$ cat config.mk
export PLATFORM = sky130hd
export DESIGN_NAME = csbh_handler
export DESIGN_NICKNAME = d
export VERILOG_FILES = /design/src/rtl/csbh_status_writer.v /design/src/rtl/csbh_handler.v
export VERILOG_INCLUDE_DIRS = /design/src /design/src/rtl
export SDC_FILE = /design/constraint.sdc
export NUM_CORES = 1
export LEC_CHECK = 0
export BUFFER_PORTS_ARGS = -buffer_cell sky130_fd_sc_hd__buf_2
export CORE_ASPECT_RATIO = 1.2
export CORE_UTILIZATION = 50
export CTS_CLUSTER_DIAMETER = 30
export DETAILED_ROUTE_END_ITERATION = 7
export PLACE_DENSITY = 0.7
export SETUP_SLACK_MARGIN = 0.05
export SYNTH_ARGS = -nofsm -noshare
export SYNTH_HDL_FRONTEND = slang
export SYNTH_SLANG_ARGS = --single-unit
$ cat constraint.sdc
create_clock -name clk -period 5.1 [get_ports clk]
set_input_delay 1.02 -clock clk [delete_from_list [all_inputs] [get_ports clk]]
set_output_delay 1.02 -clock clk [all_outputs]
set_load 0.005 [all_outputs]
$ cat src/rtl/csbh_consts.vh
/*
 * Constants for the command/status block handler: status block word offsets,
 * flags byte bit positions, selector codes, sense/CDB-length thresholds and an error code.
 * Assumes inclusion by bare name from the rtl files.
 */
`ifndef CSBH_CONSTS_VH
`define CSBH_CONSTS_VH

`define CSBH_SB_OFS_ID 8'h00
`define CSBH_SB_OFS_FLAGS 8'h04
`define CSBH_SB_OFS_INFO0 8'h08
`define CSBH_SB_OFS_INFO1 8'h0C

`define CSBH_FLG_DONE 7
`define CSBH_FLG_FAIL 6
`define CSBH_FLG_RETRIED 5
`define CSBH_FLG_SHORT 4
`define CSBH_FLG_OVERRUN 3
`define CSBH_FLG_CONT 2
`define CSBH_FLG_ZERO 1
`define CSBH_FLG_RESP 0

`define CSBH_SEL_BOARD 8'hFF
`define CSBH_SEL_MAX_BUS 8'h0F
`define CSBH_SENSE_PER_BLK 8'h08
`define CSBH_CDB_SHORT_LEN 8'h06
`define CSBH_ERR_BAD_SEL 8'h01

`endif

$ cat src/rtl/csbh_status_writer.v
/*
 * Status block writer: emits one 16-byte status block as four word writes,
 * identifier first, then info words, flags/error word last.
 * Assumes the memory side accepts a write when wr_ready is high.
 */
`timescale 1ns/10ps
`default_nettype none

module csbh_status_writer (
    input wire clk,
    input wire reset,
    input wire start,
    input wire [31:0] cmd_id,
    input wire [7:0] flags,
    input wire [7:0] err_code,
    input wire [31:0] info0,
    input wire [31:0] info1,
    output wire busy,
    output reg done_pulse,
    output reg wr_valid,
    output reg [7:0] wr_addr,
    output reg [31:0] wr_data,
    input wire wr_ready
);

`include "csbh_consts.vh"

    reg [2:0] step_r;
    reg [31:0] id_r;
    reg [31:0] fw_r;
    reg [31:0] i0_r;
    reg [31:0] i1_r;

    assign busy = (step_r != 3'h0) || start;

    always @(posedge clk) begin
        if (reset) begin
            step_r <= 3'h0;
            done_pulse <= 1'b0;
            wr_valid <= 1'b0;
            wr_addr <= 8'h00;
            wr_data <= 32'h00000000;
            id_r <= 32'h00000000;
            fw_r <= 32'h00000000;
            i0_r <= 32'h00000000;
            i1_r <= 32'h00000000;
        end else begin
            done_pulse <= 1'b0;
            if (step_r == 3'h0) begin
                if (start) begin
                    id_r <= cmd_id;
                    fw_r <= {16'h0000, err_code, flags};
                    i0_r <= info0;
                    i1_r <= info1;
                    wr_valid <= 1'b1;
                    wr_addr <= `CSBH_SB_OFS_ID;
                    wr_data <= cmd_id;
                    step_r <= 3'h1;
                end
            end else if (wr_ready) begin
                case (step_r)
                    3'h1: begin
                        wr_addr <= `CSBH_SB_OFS_INFO0;
                        wr_data <= i0_r;
                        step_r <= 3'h2;
                    end
                    3'h2: begin
                        wr_addr <= `CSBH_SB_OFS_INFO1;
                        wr_data <= i1_r;
                        step_r <= 3'h3;
                    end
                    3'h3: begin
                        // flags go last so a poller never sees done over stale words
                        wr_addr <= `CSBH_SB_OFS_FLAGS;
                        wr_data <= fw_r;
                        step_r <= 3'h4;
                    end
                    default: begin
                        wr_valid <= 1'b0;
                        done_pulse <= 1'b1;
                        step_r <= 3'h0;
                    end
                endcase
            end
        end
    end

endmodule

`default_nettype wire

$ cat src/rtl/csbh_handler.v
/*
 * Command intake and status reporting: decodes the target selector, routes to
 * bus or board-control handling, and builds every status block of a command.
 * Assumes command fields are stable while cmd_valid is high and that the bus
 * side and board side each answer with a one-cycle result pulse.
 */
`timescale 1ns/10ps
`default_nettype none

// What this block does
// - status word zero echoes command identifier
// - selector FFH runs board-control internally
// - selector 0..15 forwards command to bus
// - flags byte bit layout fixed
// - responder flag only for target responses
// - continuation flag set on later sense blocks
// - overrun flag when device asked more bytes
// - short flag when fewer bytes moved
// - retried flag when any retry happened
// - failure flag on erroneous completion
// - completion flag only on final block
// - adapter error code in error byte
// - single command returns exactly one block, except a long-CDB target-mode response
// - retry and sense multi blocks need options, pass-through, list
// - target-mode response with long CDB gives two blocks
// - per-retry status blocks when enabled
// - over eight sense bytes gives several blocks
// - retry and sense series repeat per retry
// - info words carry SCSI status and sense
module csbh_handler (
    input wire clk,
    input wire reset,
    input wire cmd_valid,
    output wire cmd_ready,
    input wire [31:0] cmd_id,
    input wire [7:0] target_selector,
    input wire [7:0] cmd_code,
    input wire cmd_from_list,
    input wire target_mode,
    input wire target_response,
    input wire [7:0] cdb_length,
    input wire [7:0] retry_limit,
    input wire retry_type_sel,
    input wire per_retry_status_enable,
    input wire [7:0] sense_count,
    output reg bus_req,
    output reg [3:0] bus_target,
    output reg [7:0] bus_cmd_code,
    input wire bus_done,
    input wire bus_error,
    input wire bus_overrun,
    input wire bus_short,
    input wire [7:0] bus_scsi_status,
    input wire [7:0] bus_err_code,
    output reg board_req,
    output reg [7:0] board_cmd_code,
    input wire board_done,
    input wire board_error,
    input wire [7:0] board_err_code,
    output reg sense_rd,
    output reg [7:0] sense_idx,
    input wire [7:0] sense_byte,
    output wire wr_valid,
    output wire [7:0] wr_addr,
    output wire [31:0] wr_data,
    input wire wr_ready,
    output reg cmd_finished
);

`include "csbh_consts.vh"

    localparam ST_IDLE = 3'd0;
    localparam ST_BUS = 3'd1;
    localparam ST_BOARD = 3'd2;
    localparam ST_SENSE = 3'd3;
    localparam ST_EMIT = 3'd4;
    localparam ST_WAIT = 3'd5;

    function [7:0] pack_flags;
        input done;
        input fail;
        input retried;
        input shrt;
        input ovr;
        input cont;
        input resp;
        begin
            pack_flags = 8'h00;
            pack_flags[`CSBH_FLG_DONE] = done;
            pack_flags[`CSBH_FLG_FAIL] = fail;
            pack_flags[`CSBH_FLG_RETRIED] = retried;
            pack_flags[`CSBH_FLG_SHORT] = shrt;
            pack_flags[`CSBH_FLG_OVERRUN] = ovr;
            pack_flags[`CSBH_FLG_CONT] = cont;
            pack_flags[`CSBH_FLG_ZERO] = 1'b0;
            pack_flags[`CSBH_FLG_RESP] = resp;
        end
    endfunction

    reg [2:0] state_r;
    reg [31:0] id_r;
    reg [7:0] code_r;
    reg is_board_r;
    reg from_list_r;
    reg tmode_r;
    reg tresp_r;
    reg [7:0] cdb_len_r;
    reg [7:0] retries_left_r;
    reg retried_r;
    reg per_retry_r;
    reg [7:0] sense_cnt_r;
    reg fail_r;
    reg ovr_r;
    reg short_r;
    reg [7:0] err_r;
    reg [7:0] scsi_stat_r;
    reg [63:0] sense_buf_r;
    reg [7:0] sense_pos_r;
    reg [3:0] fill_r;
    reg cont_r;
    reg final_r;
    reg [1:0] tm_blk_r;
    reg sw_start_r;
    reg [7:0] sw_flags_r;
    reg [31:0] sw_info0_r;
    reg [31:0] sw_info1_r;

    wire sw_busy;
    wire sw_done;
    wire sel_board = (target_selector == `CSBH_SEL_BOARD);
    wire sel_bus = (target_selector <= `CSBH_SEL_MAX_BUS);
    // extended series only for list-issued pass-through commands
    wire multi_ok = from_list_r && !is_board_r && !tmode_r;
    wire sense_multi = multi_ok && (sense_cnt_r > `CSBH_SENSE_PER_BLK);
    wire retry_ok = (retries_left_r != 8'h00) && !is_board_r;

    assign cmd_ready = (state_r == ST_IDLE);

    always @(posedge clk) begin
        if (reset) begin
            state_r <= ST_IDLE;
            id_r <= 32'h00000000;
            code_r <= 8'h00;
            is_board_r <= 1'b0;
            from_list_r <= 1'b0;
            tmode_r <= 1'b0;
            tresp_r <= 1'b0;
            cdb_len_r <= 8'h00;
            retries_left_r <= 8'h00;
            retried_r <= 1'b0;
            per_retry_r <= 1'b0;
            sense_cnt_r <= 8'h00;
            fail_r <= 1'b0;
            ovr_r <= 1'b0;
            short_r <= 1'b0;
            err_r <= 8'h00;
            scsi_stat_r <= 8'h00;
            sense_buf_r <= 64'h0000000000000000;
            sense_pos_r <= 8'h00;
            fill_r <= 4'h0;
            cont_r <= 1'b0;
            final_r <= 1'b0;
            tm_blk_r <= 2'h0;
            sw_start_r <= 1'b0;
            sw_flags_r <= 8'h00;
            sw_info0_r <= 32'h00000000;
            sw_info1_r <= 32'h00000000;
            bus_req <= 1'b0;
            bus_target <= 4'h0;
            bus_cmd_code <= 8'h00;
            board_req <= 1'b0;
            board_cmd_code <= 8'h00;
            sense_rd <= 1'b0;
            sense_idx <= 8'h00;
            cmd_finished <= 1'b0;
        end else begin
            sw_start_r <= 1'b0;
            bus_req <= 1'b0;
            board_req <= 1'b0;
            sense_rd <= 1'b0;
            cmd_finished <= 1'b0;
            case (state_r)
                ST_IDLE: begin
                    if (cmd_valid) begin
                        id_r <= cmd_id;
                        code_r <= cmd_code;
                        is_board_r <= sel_board;
                        from_list_r <= cmd_from_list;
                        tmode_r <= target_mode;
                        tresp_r <= target_response;
                        cdb_len_r <= cdb_length;
                        retried_r <= 1'b0;
                        cont_r <= 1'b0;
                        tm_blk_r <= 2'h0;
                        fail_r <= 1'b0;
                        ovr_r <= 1'b0;
                        short_r <= 1'b0;
                        err_r <= 8'h00;
                        scsi_stat_r <= 8'h00;
                        sense_buf_r <= 64'h0000000000000000;
                        // retries need a limit and a retry type
                        retries_left_r <= retry_type_sel ? retry_limit : 8'h00;
                        per_retry_r <= per_retry_status_enable && retry_type_sel && (retry_limit != 8'h00);
                        sense_cnt_r <= sense_count;
                        sense_pos_r <= sense_count;
                        if (sel_board) begin
                            board_req <= 1'b1;
                            board_cmd_code <= cmd_code;
                            state_r <= ST_BOARD;
                        end else if (sel_bus) begin
                            bus_req <= 1'b1;
                            bus_target <= target_selector[3:0];
                            bus_cmd_code <= cmd_code;
                            state_r <= ST_BUS;
                        end else begin
                            // unknown selector: report failure without touching the bus
                            fail_r <= 1'b1;
                            err_r <= `CSBH_ERR_BAD_SEL;
                            final_r <= 1'b1;
                            state_r <= ST_EMIT;
                        end
                    end
                end
                ST_BOARD: begin
                    if (board_done) begin
                        fail_r <= board_error;
                        err_r <= board_err_code;
                        final_r <= 1'b1;
                        state_r <= ST_EMIT;
                    end
                end
                ST_BUS: begin
                    if (bus_done) begin
                        fail_r <= bus_error;
                        err_r <= bus_err_code;
                        ovr_r <= bus_overrun;
                        short_r <= bus_short;
                        scsi_stat_r <= bus_scsi_status;
                        fill_r <= 4'h0;
                        cont_r <= 1'b0;
                        final_r <= !(bus_error && retry_ok);
                        if (bus_error && sense_cnt_r != 8'h00 && !tmode_r) begin
                            sense_rd <= 1'b1;
                            sense_idx <= 8'h00;
                            sense_pos_r <= 8'h00;
                            state_r <= ST_SENSE;
                        end else begin
                            state_r <= ST_EMIT;
                        end
                    end
                end
                ST_SENSE: begin
                    // one sense byte per cycle, eight per block
                    sense_buf_r <= {sense_buf_r[55:0], sense_byte};
                    sense_pos_r <= sense_pos_r + 8'h01;
                    fill_r <= fill_r + 4'h1;
                    if (fill_r == 4'h7 || sense_pos_r + 8'h01 == sense_cnt_r) begin
                        state_r <= ST_EMIT;
                    end else begin
                        sense_rd <= 1'b1;
                        sense_idx <= sense_pos_r + 8'h01;
                    end
                end
                ST_EMIT: begin
                    if (!sw_busy) begin
                        sw_start_r <= 1'b1;
                        sw_info0_r <= {scsi_stat_r, sense_buf_r[63:40]};
                        sw_info1_r <= sense_buf_r[39:8];
                        state_r <= ST_WAIT;
                        // done only on the last block of the whole command
                        if (tmode_r && tresp_r && cdb_len_r > `CSBH_CDB_SHORT_LEN && tm_blk_r == 2'h0) begin
                            sw_flags_r <= pack_flags(1'b0, fail_r, 1'b0, 1'b0, 1'b0, 1'b0, tresp_r);
                        end else if (sense_multi && sense_pos_r < sense_cnt_r) begin
                            sw_flags_r <= pack_flags(1'b0, fail_r, retried_r, short_r, ovr_r, cont_r, 1'b0);
                        end else if (!final_r && !(multi_ok && (per_retry_r || cont_r))) begin
                            sw_start_r <= 1'b0; // single command or no per-retry status: suppress
                            state_r <= ST_WAIT;
                        end else begin
                            sw_flags_r <= pack_flags(final_r, fail_r, retried_r, short_r, ovr_r,
                                                     cont_r && multi_ok, tresp_r && tmode_r);
                        end
                    end
                end
                ST_WAIT: begin
                    if (sw_done || !sw_start_r && !sw_busy) begin
                        if (tmode_r && tresp_r && cdb_len_r > `CSBH_CDB_SHORT_LEN && tm_blk_r == 2'h0) begin
                            tm_blk_r <= 2'h1;
                            state_r <= ST_EMIT;
                        end else if (sense_multi && sense_pos_r < sense_cnt_r) begin
                            cont_r <= 1'b1;
                            fill_r <= 4'h0;
                            sense_rd <= 1'b1;
                            sense_idx <= sense_pos_r;
                            state_r <= ST_SENSE;
                        end else if (!final_r) begin
                            // retry: new series, repeats until success or limit
                            retries_left_r <= retries_left_r - 8'h01;
                            retried_r <= 1'b1;
                            cont_r <= 1'b0;
                            bus_req <= 1'b1;
                            state_r <= ST_BUS;
                        end else begin
                            cmd_finished <= 1'b1;
                            state_r <= ST_IDLE;
                        end
                    end
                end
                default: state_r <= ST_IDLE;
            endcase
        end
    end

    csbh_status_writer u_writer (
        .clk(clk),
        .reset(reset),
        .start(sw_start_r),
        .cmd_id(id_r),
        .flags(sw_flags_r),
        .err_code(err_r),
        .info0(sw_info0_r),
        .info1(sw_info1_r),
        .busy(sw_busy),
        .done_pulse(sw_done),
        .wr_valid(wr_valid),
        .wr_addr(wr_addr),
        .wr_data(wr_data),
        .wr_ready(wr_ready)
    );

endmodule

`default_nettype wire

==> results of run 1 <==
==> routing by layer <==
layer / vias up / routed length (microns)
met5: - / 0
met4: 0 / 1790
met3: 98 / 3100
met2: 524 / 20100
met1: 6688 / 18800
li1: 6931 / -
==> sequential cells by signal, summed over array words and instances (netlist names), 15 cells and up <==
register	count
u_writer.fw_r	15
u_writer.i0_r	32
sw_info1_r	32
id_r	32
sw_info0_r	32
sense_buf_r	64
u_writer.wr_data	32
u_writer.i1_r	32
==> worst max path at each step <==
stage                       startpoint                end  slack [ns]  cells after the start
finish              u_writer.step_r[1]  retries_left_r[7]        1.89                      7
global route        u_writer.step_r[1]  retries_left_r[2]        1.62                      7
CTS                 u_writer.step_r[1]  retries_left_r[7]        1.91                      7
detailed placement  u_writer.step_r[1]  retries_left_r[7]        1.93                      7
global placement    u_writer.step_r[1]  retries_left_r[7]        1.90                      7
floorplan               sense_cnt_r[5]       sense_idx[2]        2.35                     10
==> placed cells by master, fill, tap and decap left out, drive strengths merged, types with 6 or more instances in the layout <==
cell and count:
a211oi 30, a21oi 294, a22oi 82, a311oi 7
a31oi 6, and3 9, buf 205, clkbuf 87
clkinv 16, conb 6, dfxtp 385, ha 12
inv 26, mux2 9, mux2i 32, nand2 500
nand2b 8, nand3 22, nor2 182, nor2b 17
nor3 43, nor4 6, o211ai 16, o21ai 21
o221ai 8, o22a 8, or2 7, xnor2 7
==> critical path, stage by stage, from the launching register on <==
cell and delay [ns]:
dfxtp_2 0.64, nor4_2 0.66, o21ai_0 0.38, nor3_1 0.38
o21ai_0 0.39, nand2_1 0.32, nor2_1 0.07, a311oi_1 0.24
==> area by class of cell <==
class                   instances  area (sq um)
clock buffers                  87          1930
clock inverters                34           375
fillers                      2701         11600
inverters                      18          67.6
multi-input cells            1394          7180
flip-flops and latches        385          7710
well taps                     396           495
repair buffers                205          1110
==> through the flow <==
stage	instances	hold WS (ns)	utilization, %	worst slack [ns]
detailed placement	2398	0.442	54.3	1.93
floorplan	1953	0.432	-	2.35
finish	2519	0.440	61.9	1.89
CTS	2519	0.440	61.9	1.91
global route	2519	0.458	61.9	1.62
global placement	2398	0.438	54.3	1.90
==> power by group <==
part	internal [mW]	switching, mW	total (mW)	leakage, nW
clock	2.94	1.54	4.49	1.13
sequential	3.23	0.237	3.47	3.11
combinational	0.616	1.34	1.96	2.73
total	6.79	3.12	9.91	6.97
==> logic make-up after synthesis <==
| group | Yosys count | synth area share, % |
|---|---|---|
| AND/OR/NAND/NOR | 820 | 21.8 |
| AO/OA/AOI/OAI | 505 | 19.8 |
| flip-flops | 385 | 49.6 |
| buffers and inverters | 174 | 4.50 |
| multiplexers | 41 | 2.74 |
| adder cells (fa/ha/maj) | 12 | 0.966 |
| XOR/XNOR | 10 | 0.564 |
| other | 1 | 0.0241 |
==> metrics.md, run 1 <==
| Metric | Value |
|---|---|
| Status | `complete, no violations` |
| Die Span Y | `195 microns` |
| Top_reg_cell synth | `dfxtp_1` |
| Via count | `14241` |
| FF-to-FF End | `retries_left_r[7]` |
| Syn-to-layout area delta | `21.4%` |
| Hold path startpoint | `sw_flags_r[0]` |
| Post-Route WL | `43700 microns` |
| Post-synth top cells | `nand2_1 (500), dfxtp_1 (385), a21oi_1 (294), nor2_1 (181), clkbuf_1 (122)` |
| Met1 GRT Util | `35.5%` |
| Final HPWL DP | `28400 microns` |
| M3 GR Usage | `5.67%` |
| Asr flop ratio synth | `0%` |
| CTS Hold Bufs | `0` |
| Finished Cell Area | `18900 sq um` |
| CTS Buf Count | `70` |
| Vias in the first global route | `13494` |
| HP Class | `register to register` |
| Most used routing layer | `met2` |
| Port Buffers | `186` |
| Via density | `5.65` |
| Die width | `163 microns` |
| Final hold vios | `0` |
| Layout net count | `2205` |
| Clock buffer depth | `3` |
| GRT Total Usage | `27.4%` |
| Dpl cell area | `16600 sq um` |
| FF-to-FF Start | `u_writer.step_r[1]` |
| Max-slew violations | `0` |
| Pwr dens | `525 nW/um^2` |
| Io pins | `193` |
| Share of cells above drive strength 1 | `16.6%` |
| Slew of the pin with the lowest slew margin | `1.16 ns` |
| Worst hold stages | `2` |
| Worst-Skew Late Latency | `0.56 ns` |
| CTS tree | `yes` |
| Pin count of the biggest net entering global routing | `167` |
| Sink Count | `385` |
| CP Launch Type | `register` |
| Final setup fails | `0` |
| Hold Crit Endpoint | `u_writer.fw_r[0]` |
| Synth warn | `0` |
| Fin Clk Skew | `0.0250 ns` |
| RSZ-0062 raised after global routing | `no` |
| Initial antenna violation count | `0` |
| Met2 GRT Util | `42.9%` |
| Core area | `30500 sq um` |
| Pwr Total | `9.91 mW` |
| Cell Area, Synth | `15500 sq um` |
| First-pass detailed-route iteration total | `5` |
| Die area | `31800 sq um` |
| RD Place Congestion | `0.897` |
| Pleak | `6.97 nW` |
| Synth area leaders | `dfxtp_1 (50%), nand2_1 (12%), a21oi_1 (9.5%), nor2_1 (4.4%), a22oi_1 (4.0%)` |
| Max frequency | `0.311 GHz` |
| Routed len/inst | `17.4 microns` |
| Tcrit/Tclk final | `63.0%` |
| Relative slew slack | `22.2%` |
| Htree depth | `3` |
| Diode count | `0` |
| Seq cells post-synth | `385` |
| Worst Reg-to-Reg Cells | `7` |
| FP Rows | `70` |
| Post-synth EDFFs | `0` |
| Required time worst endpoint | `5.54 ns` |
| Grt total ovfl | `0` |
| Setup bufs post-CTS | `0` |
| Cts repair resizes | `0` |
| Post-synth top area cell | `dfxtp_1` |
| Maxcap violations | `0` |
| Setup Crit Path Kind | `register to register` |
| CP Capture Type | `register` |
| Worst R2R Setup Slack | `1.89 ns` |
| WP data arrival | `3.66 ns` |
| Register area share after synthesis | `49.6%` |
| Most common cell in the synthesized netlist | `nand2_1` |
| Fin crit period | `3.21 ns` |
| Setup TNS | `0 ns` |
| Syn avg cell area | `7.98 sq um` |
| Root Buffer | `clkbuf_16` |
| CP max FO | `38` |
| Iteration-0 DRC Markers | `1087` |
| Clock slew at reported path FFs | `0.05 ns` |
| DRC viols | `0` |
| Worst VDD drop | `361 uV` |
| Routed Antenna Nets | `0` |
| Synth cell types | `63` |
| Starting density of the core | `51.0%` |
| First-pass GRT wire length | `69100 microns` |
| Top-area cell type share of the netlist area | `49.6%` |
| Post-Synthesis Cells | `1948` |
(Power assumes the default switching activity.)
==> run 2: changes to the inputs <==
ABC_AREA = 1   (was default)
PLACE_DENSITY = 0.73   (was 0.7)
clock period = 2.91 ns   (was 5.1 ns; I/O delays follow)
==> metrics.md, run 2 <==
| Metric | Value |
|---|---|
| Die Span Y | `195 microns` |
| CP max FO | `27` |
| Tcrit/Tclk final | `81.2%` |
| Final setup fails | `0` |
| Synth warn | `0` |
| Crit path top cell by count | `nand2_2` |
| Maxcap violations | `0` |
| FP Rows | `70` |
| Clock slew at reported path FFs | `0.05 ns` |
| Syn avg cell area | `7.47 sq um` |
| Crit-path max cell delay | `0.38 ns` |
| Worst-path cell chain | `inv_2 -> nand2_4 -> nor2_8 -> nand2_2 -> nand2_1 -> inv_2 -> nand2_2 -> nand2_1 -> a21oi_1 -> nand2_2 -> o21ai_0 -> a21oi_1` |
| Final core utilization | `62.5%` |
| Filler cell count | `2693` |
| Via density | `5.48` |
| Final HPWL DP | `28000 microns` |
| Reg area | `7710 sq um` |
| Relative slew slack | `52.2%` |
| Routed Antenna Nets | `0` |
| Met2 GRT Util | `43.2%` |
| Htree depth | `3` |
| Status | `complete, no violations` |
| Port Buffers | `186` |
| DRC viols | `0` |
| Final WS setup | `0.546 ns` |
| Top_reg_cell synth | `dfxtp_1` |
| Synth cell types | `43` |
| Grt total ovfl | `0` |
| WP data arrival | `2.78 ns` |
| Io pins | `193` |
| Starting density of the core | `51.0%` |
| Post-synth top cells | `dfxtp_1 (385), nor2_1 (304), o21ai_0 (287), a21oi_1 (273), nand2_1 (264)` |
| CTS Hold Bufs | `0` |
| Post-Route WL | `42700 microns` |
| Slew of the pin with the lowest slew margin | `0.716 ns` |
| Dpl cell area | `16700 sq um` |
| Place WS | `0.653 ns` |
| Post-route insts no fill | `2682` |
| Cts repair resizes | `0` |
| Post-synth top area cell | `dfxtp_1` |
| Placed cells | `2554` |
| CTS tree | `yes` |
| Required time worst endpoint | `3.32 ns` |
| Pleak | `7.82 nW` |
| Routed len/inst | `15.9 microns` |
| Initial antenna violation count | `0` |
| Setup TNS | `0 ns` |
| Hold_ws | `0.239 ns` |
| Top reg by flops | `sense_buf_r` |
| Area of the multi-input gates | `6720 sq um` |
| Buffers and inverters on the worst path | `2` |
| Sink Count | `385` |
| Most common cell after layout, fill and taps aside | `dfxtp_1` |
| Register area share after synthesis | `49.5%` |
| Max-slew violations | `0` |
| Root Buffer | `clkbuf_16` |
| Final hold vios | `0` |
| Setup Crit Path Kind | `register to register` |
| RSZ-0062 raised after global routing | `no` |
| Pin count of the biggest net entering global routing | `87` |
| First-pass GRT wire length | `69400 microns` |
| Most frequent cells in the layout | `dfxtp_1 (385), nor2_1 (304), o21ai_0 (287), a21oi_1 (273), nand2_1 (263)` |
| Finished Cell Area | `19100 sq um` |
| Most common cell in the synthesized netlist | `dfxtp_1` |
| Die width | `163 microns` |
| CTS Buf Count | `72` |
| Fin crit period | `2.36 ns` |
| Vias in the first global route | `14015` |
| Post-synth EDFFs | `0` |
| Pwr dens | `1130 nW/um^2` |
| Worst VDD drop | `654 uV` |
| Diode count | `0` |
| Share of cells above drive strength 1 | `17.1%` |
| Largest register FFs | `64` |
| Fin Clk Skew | `0.0278 ns` |
| GRT Total Usage | `26.8%` |
| Cell Area, Synth | `15600 sq um` |
| Post-Synthesis Cells | `2085` |
| Asr flop ratio synth | `0%` |
| Die area | `31900 sq um` |
| Syn-to-layout area delta | `22.7%` |
| Top-area cell type share of the netlist area | `49.5%` |
| HP Class | `input pin to register` |
| CP Capture Type | `register` |
| Crit path max-delay family | `simple AND/OR/NAND/NOR gates` |
| Max frequency | `0.423 GHz` |
| First-pass detailed-route iteration total | `5` |
| Layout net count | `2363` |
| Via count | `14703` |
| Seq cells post-synth | `385` |
| Clock buffer depth | `3` |
| Pwr Total | `21.6 mW` |
| RD Place Congestion | `0.843` |
| Core area | `30600 sq um` |
| Synth area leaders | `dfxtp_1 (49%), o21ai_0 (9.2%), a21oi_1 (8.8%), nor2_1 (7.3%), nand2_1 (6.4%)` |
| CP max-delay cell | `nor2_8` |
| CP Launch Type | `register` |
| Iteration-0 DRC Markers | `1252` |
| M3 GR Usage | `4.57%` |
| Setup bufs post-CTS | `0` |
| Most used routing layer | `met2` |
| Worst-Skew Late Latency | `0.57 ns` |
| Met1 GRT Util | `34.8%` |
run 2: cell count changes in the layout (fill, tap and decap cells not counted), moves of 29 or more:
| cell | previous run | this run |
|---|---|---|
| inv_1 | 18 | 130 |
| a211oi_1 | 30 | 1 |
| nor3_1 | 42 | 6 |
| nor2_1 | 179 | 304 |
| a22oi_1 | 82 | 1 |
| nand2_1 | 499 | 263 |
| mux2i_1 | 32 | 0 |
| o21ai_0 | 19 | 287 |
| nand3_1 | 21 | 147 |
run 2: final cells by class:
cell class / instances / share of cell area [%]
Inverter: 145 / 2.88
Clock buffer: 90 / 10.7
Clock inverter: 38 / 2.18
Tap cell: 396 / 2.59
Multi-Input combinational cell: 1412 / 35.2
Sequential cell: 385 / 40.3
Timing Repair Buffer: 216 / 6.19
run 2: kinds of logic after synthesis:
group                    share of synthesized area (%)
flip-flops                                        49.5
AO/OA/AOI/OAI                                     20.9
adder cells (fa/ha/maj)                          0.963
AND/OR/NAND/NOR                                   20.9
buffers and inverters                             7.59
other                                           0.0241
XOR/XNOR                                         0.112
run 2: tightest hold or removal path, stage by stage:
cell	delay, ns
buf_2	0.07
nor2_1	0.04
nor2_1	0.08
run 2: worst paths after layout:
check,to,from,cells after the start,slack (ns)
setup / recovery,retries_left_r[1],u_writer.step_r[2],12,0.55
hold / removal,id_r[30],cmd_id[30],3,0.24
setup reg to reg,retries_left_r[1],u_writer.step_r[2],12,0.55
hold reg to reg,u_writer.i1_r[22],u_writer.i1_r[22],2,0.45
run 2: routing by layer:
| layer | routed length [microns] | part of all wire (%) | vias up |
|---|---|---|---|
| li1 | - | - | 7263 |
| met1 | 18700 | 44 | 6857 |
| met2 | 20000 | 47 | 496 |
| met3 | 2580 | 6.1 | 87 |
| met4 | 1440 | 3.4 | 0 |
| met5 | 0 | 0 | - |
run 2: power breakdown:
part / switching [mW] / leakage [nW] / total [mW] / internal [mW]
clock network: 2.74 / 1.21 / 8.26 / 5.52
registers: 0.734 / 3.13 / 7.16 / 6.42
logic: 4.24 / 3.48 / 6.17 / 1.94
==> run 3: changes to the inputs <==
PLACE_DENSITY = 0.7   (was 0.73)
clock period = 2.35 ns   (was 2.91 ns; I/O delays follow)
==> metrics.md, run 3 (synthesis gave the netlist of run 2 again) <==
| Metric | Value |
|---|---|
| Iteration-0 DRC Markers | `1190` |
| Worst VDD drop | `786 uV` |
| Die width | `163 microns` |
| Fin crit period | `2.15 ns` |
| Tcrit/Tclk final | `91.4%` |
| Starting density of the core | `51.0%` |
| Pin count of the biggest net entering global routing | `117` |
| Initial antenna violation count | `1` |
| Hold path startpoint | `cmd_id[22]` |
| Place WS | `0.246 ns` |
| Status | `complete, no violations` |
| CTS Hold Bufs | `0` |
| Maxcap violations | `0` |
| Final setup fails | `0` |
| Htree depth | `3` |
| Pwr dens | `1430 nW/um^2` |
| CP Capture Type | `register` |
| CTS Buf Count | `70` |
| Setup TNS | `0 ns` |
| Largest register FFs | `64` |
| Root Buffer | `clkbuf_16` |
| Most common cell after layout, fill and taps aside | `dfxtp_1` |
| Pleak | `7.92 nW` |
| RSZ-0062 raised after global routing | `no` |
| Io pins | `193` |
| Top reg by flops | `sense_buf_r` |
| Max frequency | `0.465 GHz` |
| Final core utilization | `63.6%` |
| Vias in the first global route | `13993` |
| Routed len/inst | `15.9 microns` |
| FF-to-FF Start | `sense_pos_r[1]` |
| RD Place Congestion | `0.842` |
| Hold_ws | `0.129 ns` |
| Grt total ovfl | `0` |
| FF-to-FF End | `state_r[1]` |
| Final hold vios | `0` |
| First-pass detailed-route iteration total | `6` |
| FP Rows | `70` |
| DRC viols | `0` |
| Worst R2R Setup Slack | `0.20 ns` |
| Max-slew violations | `0` |
| Relative slew slack | `41.8%` |
| Post-Route WL | `42900 microns` |
| Share of cells above drive strength 1 | `17.4%` |
| Clock slew at reported path FFs | `0.05 ns` |
| Finished Cell Area | `19400 sq um` |
| Final HPWL DP | `27600 microns` |
| GRT Total Usage | `26.6%` |
| Most frequent cells in the layout | `dfxtp_1 (385), nor2_1 (304), o21ai_0 (287), a21oi_1 (273), nand2_1 (262)` |
| CP max FO | `11` |
| CP Launch Type | `register` |
| Via density | `5.46` |
| Routed Antenna Nets | `0` |
| Die Span Y | `195 microns` |
| Via count | `14675` |
| Port Buffers | `186` |
| Setup Crit Path Kind | `register to register` |
| First-pass GRT wire length | `68900 microns` |
| Worst hold stages | `3` |
| Sink Count | `385` |
| Layout net count | `2366` |
| WP data arrival | `2.60 ns` |
| Required time worst endpoint | `2.80 ns` |
| Die area | `31900 sq um` |
| Clock buffer depth | `3` |
| Syn-to-layout area delta | `24.7%` |
| Hold Crit Endpoint | `id_r[22]` |
| Final WS setup | `0.201 ns` |
| Core area | `30600 sq um` |
| CTS tree | `yes` |
| HP Class | `input pin to register` |
| Slew of the pin with the lowest slew margin | `0.873 ns` |
| Worst-Skew Late Latency | `0.57 ns` |
| Worst Reg-to-Reg Cells | `14` |
| Fin Clk Skew | `0.0238 ns` |
| Dpl cell area | `16800 sq um` |
## run 3: changes by cell type in the layout (fill, tap and decap cells not counted), moves of 2 or more
cell / change
clkbuf_8: -5
bufinv_16: +9
buf_4: -2
clkinv_4: -3
clkinvlp_4: +5
buf_12: +6
clkinv_2: -6
clkbuf_1: +2
## run 3: final cells by class
| type | instances | area, sq um |
|---|---|---|
| antenna | 1 | 2.50 |
| inverter | 145 | 553 |
| clock inverter | 44 | 684 |
| multi-input combinational | 1413 | 6750 |
| clock buffer | 86 | 1960 |
| tap | 396 | 495 |
| sequential | 385 | 7710 |
| fill | 2641 | 11100 |
| timing repair buffer | 220 | 1290 |
## run 3: power by group
| part | switching [mW] | internal (mW) | leakage (nW) |
|---|---|---|---|
| Clock | 3.49 | 7.62 | 1.26 |
| Combinational | 5.35 | 2.52 | 3.53 |
| Sequential | 0.844 | 7.95 | 3.13 |
## run 3: worst max-delay path by stage
stage,from,to,cells after the start
finish,sense_pos_r[1],state_r[1],14
global route,sense_pos_r[1],state_r[1],14
CTS,sense_pos_r[1],state_r[1],14
detailed placement,sense_pos_r[1],sense_idx[2],14
global placement,sense_pos_r[1],state_r[1],14
floorplan,sense_cnt_r[7],sense_idx[0],15
## run 3: worst max-delay path, stage by stage (launching register included)
cell and delay [ns]:
dfxtp_1 0.45, ha_2 0.30, inv_1 0.05, nand2_1 0.10, nand2_1 0.06, nand2_1 0.06
nand2_1 0.05, nor2_1 0.12, nand2_1 0.06, nor2_1 0.17, nand3_2 0.18, nand3_4 0.19
nand3_1 0.11, nand2_1 0.09, nor2_1 0.04
## run 3: timing repair
item / in CTS / in global routing
setup endpoints to repair: 0 / 18
gates resized for setup: 0 / 5
buffers inserted: 0 / 0
## run 3: per-layer routing
metal	part of all wire, %	global-route usage [%]
met3	6.5	4.59
met4	2.8	10.9
met1	43	34.4
met5	0	0
met2	48	43.5
## run 3: stage by stage
stage / total power [mW] / cells
4_1_cts: 27.8 / 2688
6_report: 27.8 / 2690
3_3_place_gp: 16.4 / 2558
2_1_floorplan: 14.3 / 2090
3_5_place_dp: 16.6 / 2558
5_1_grt: 29.3 / 2690
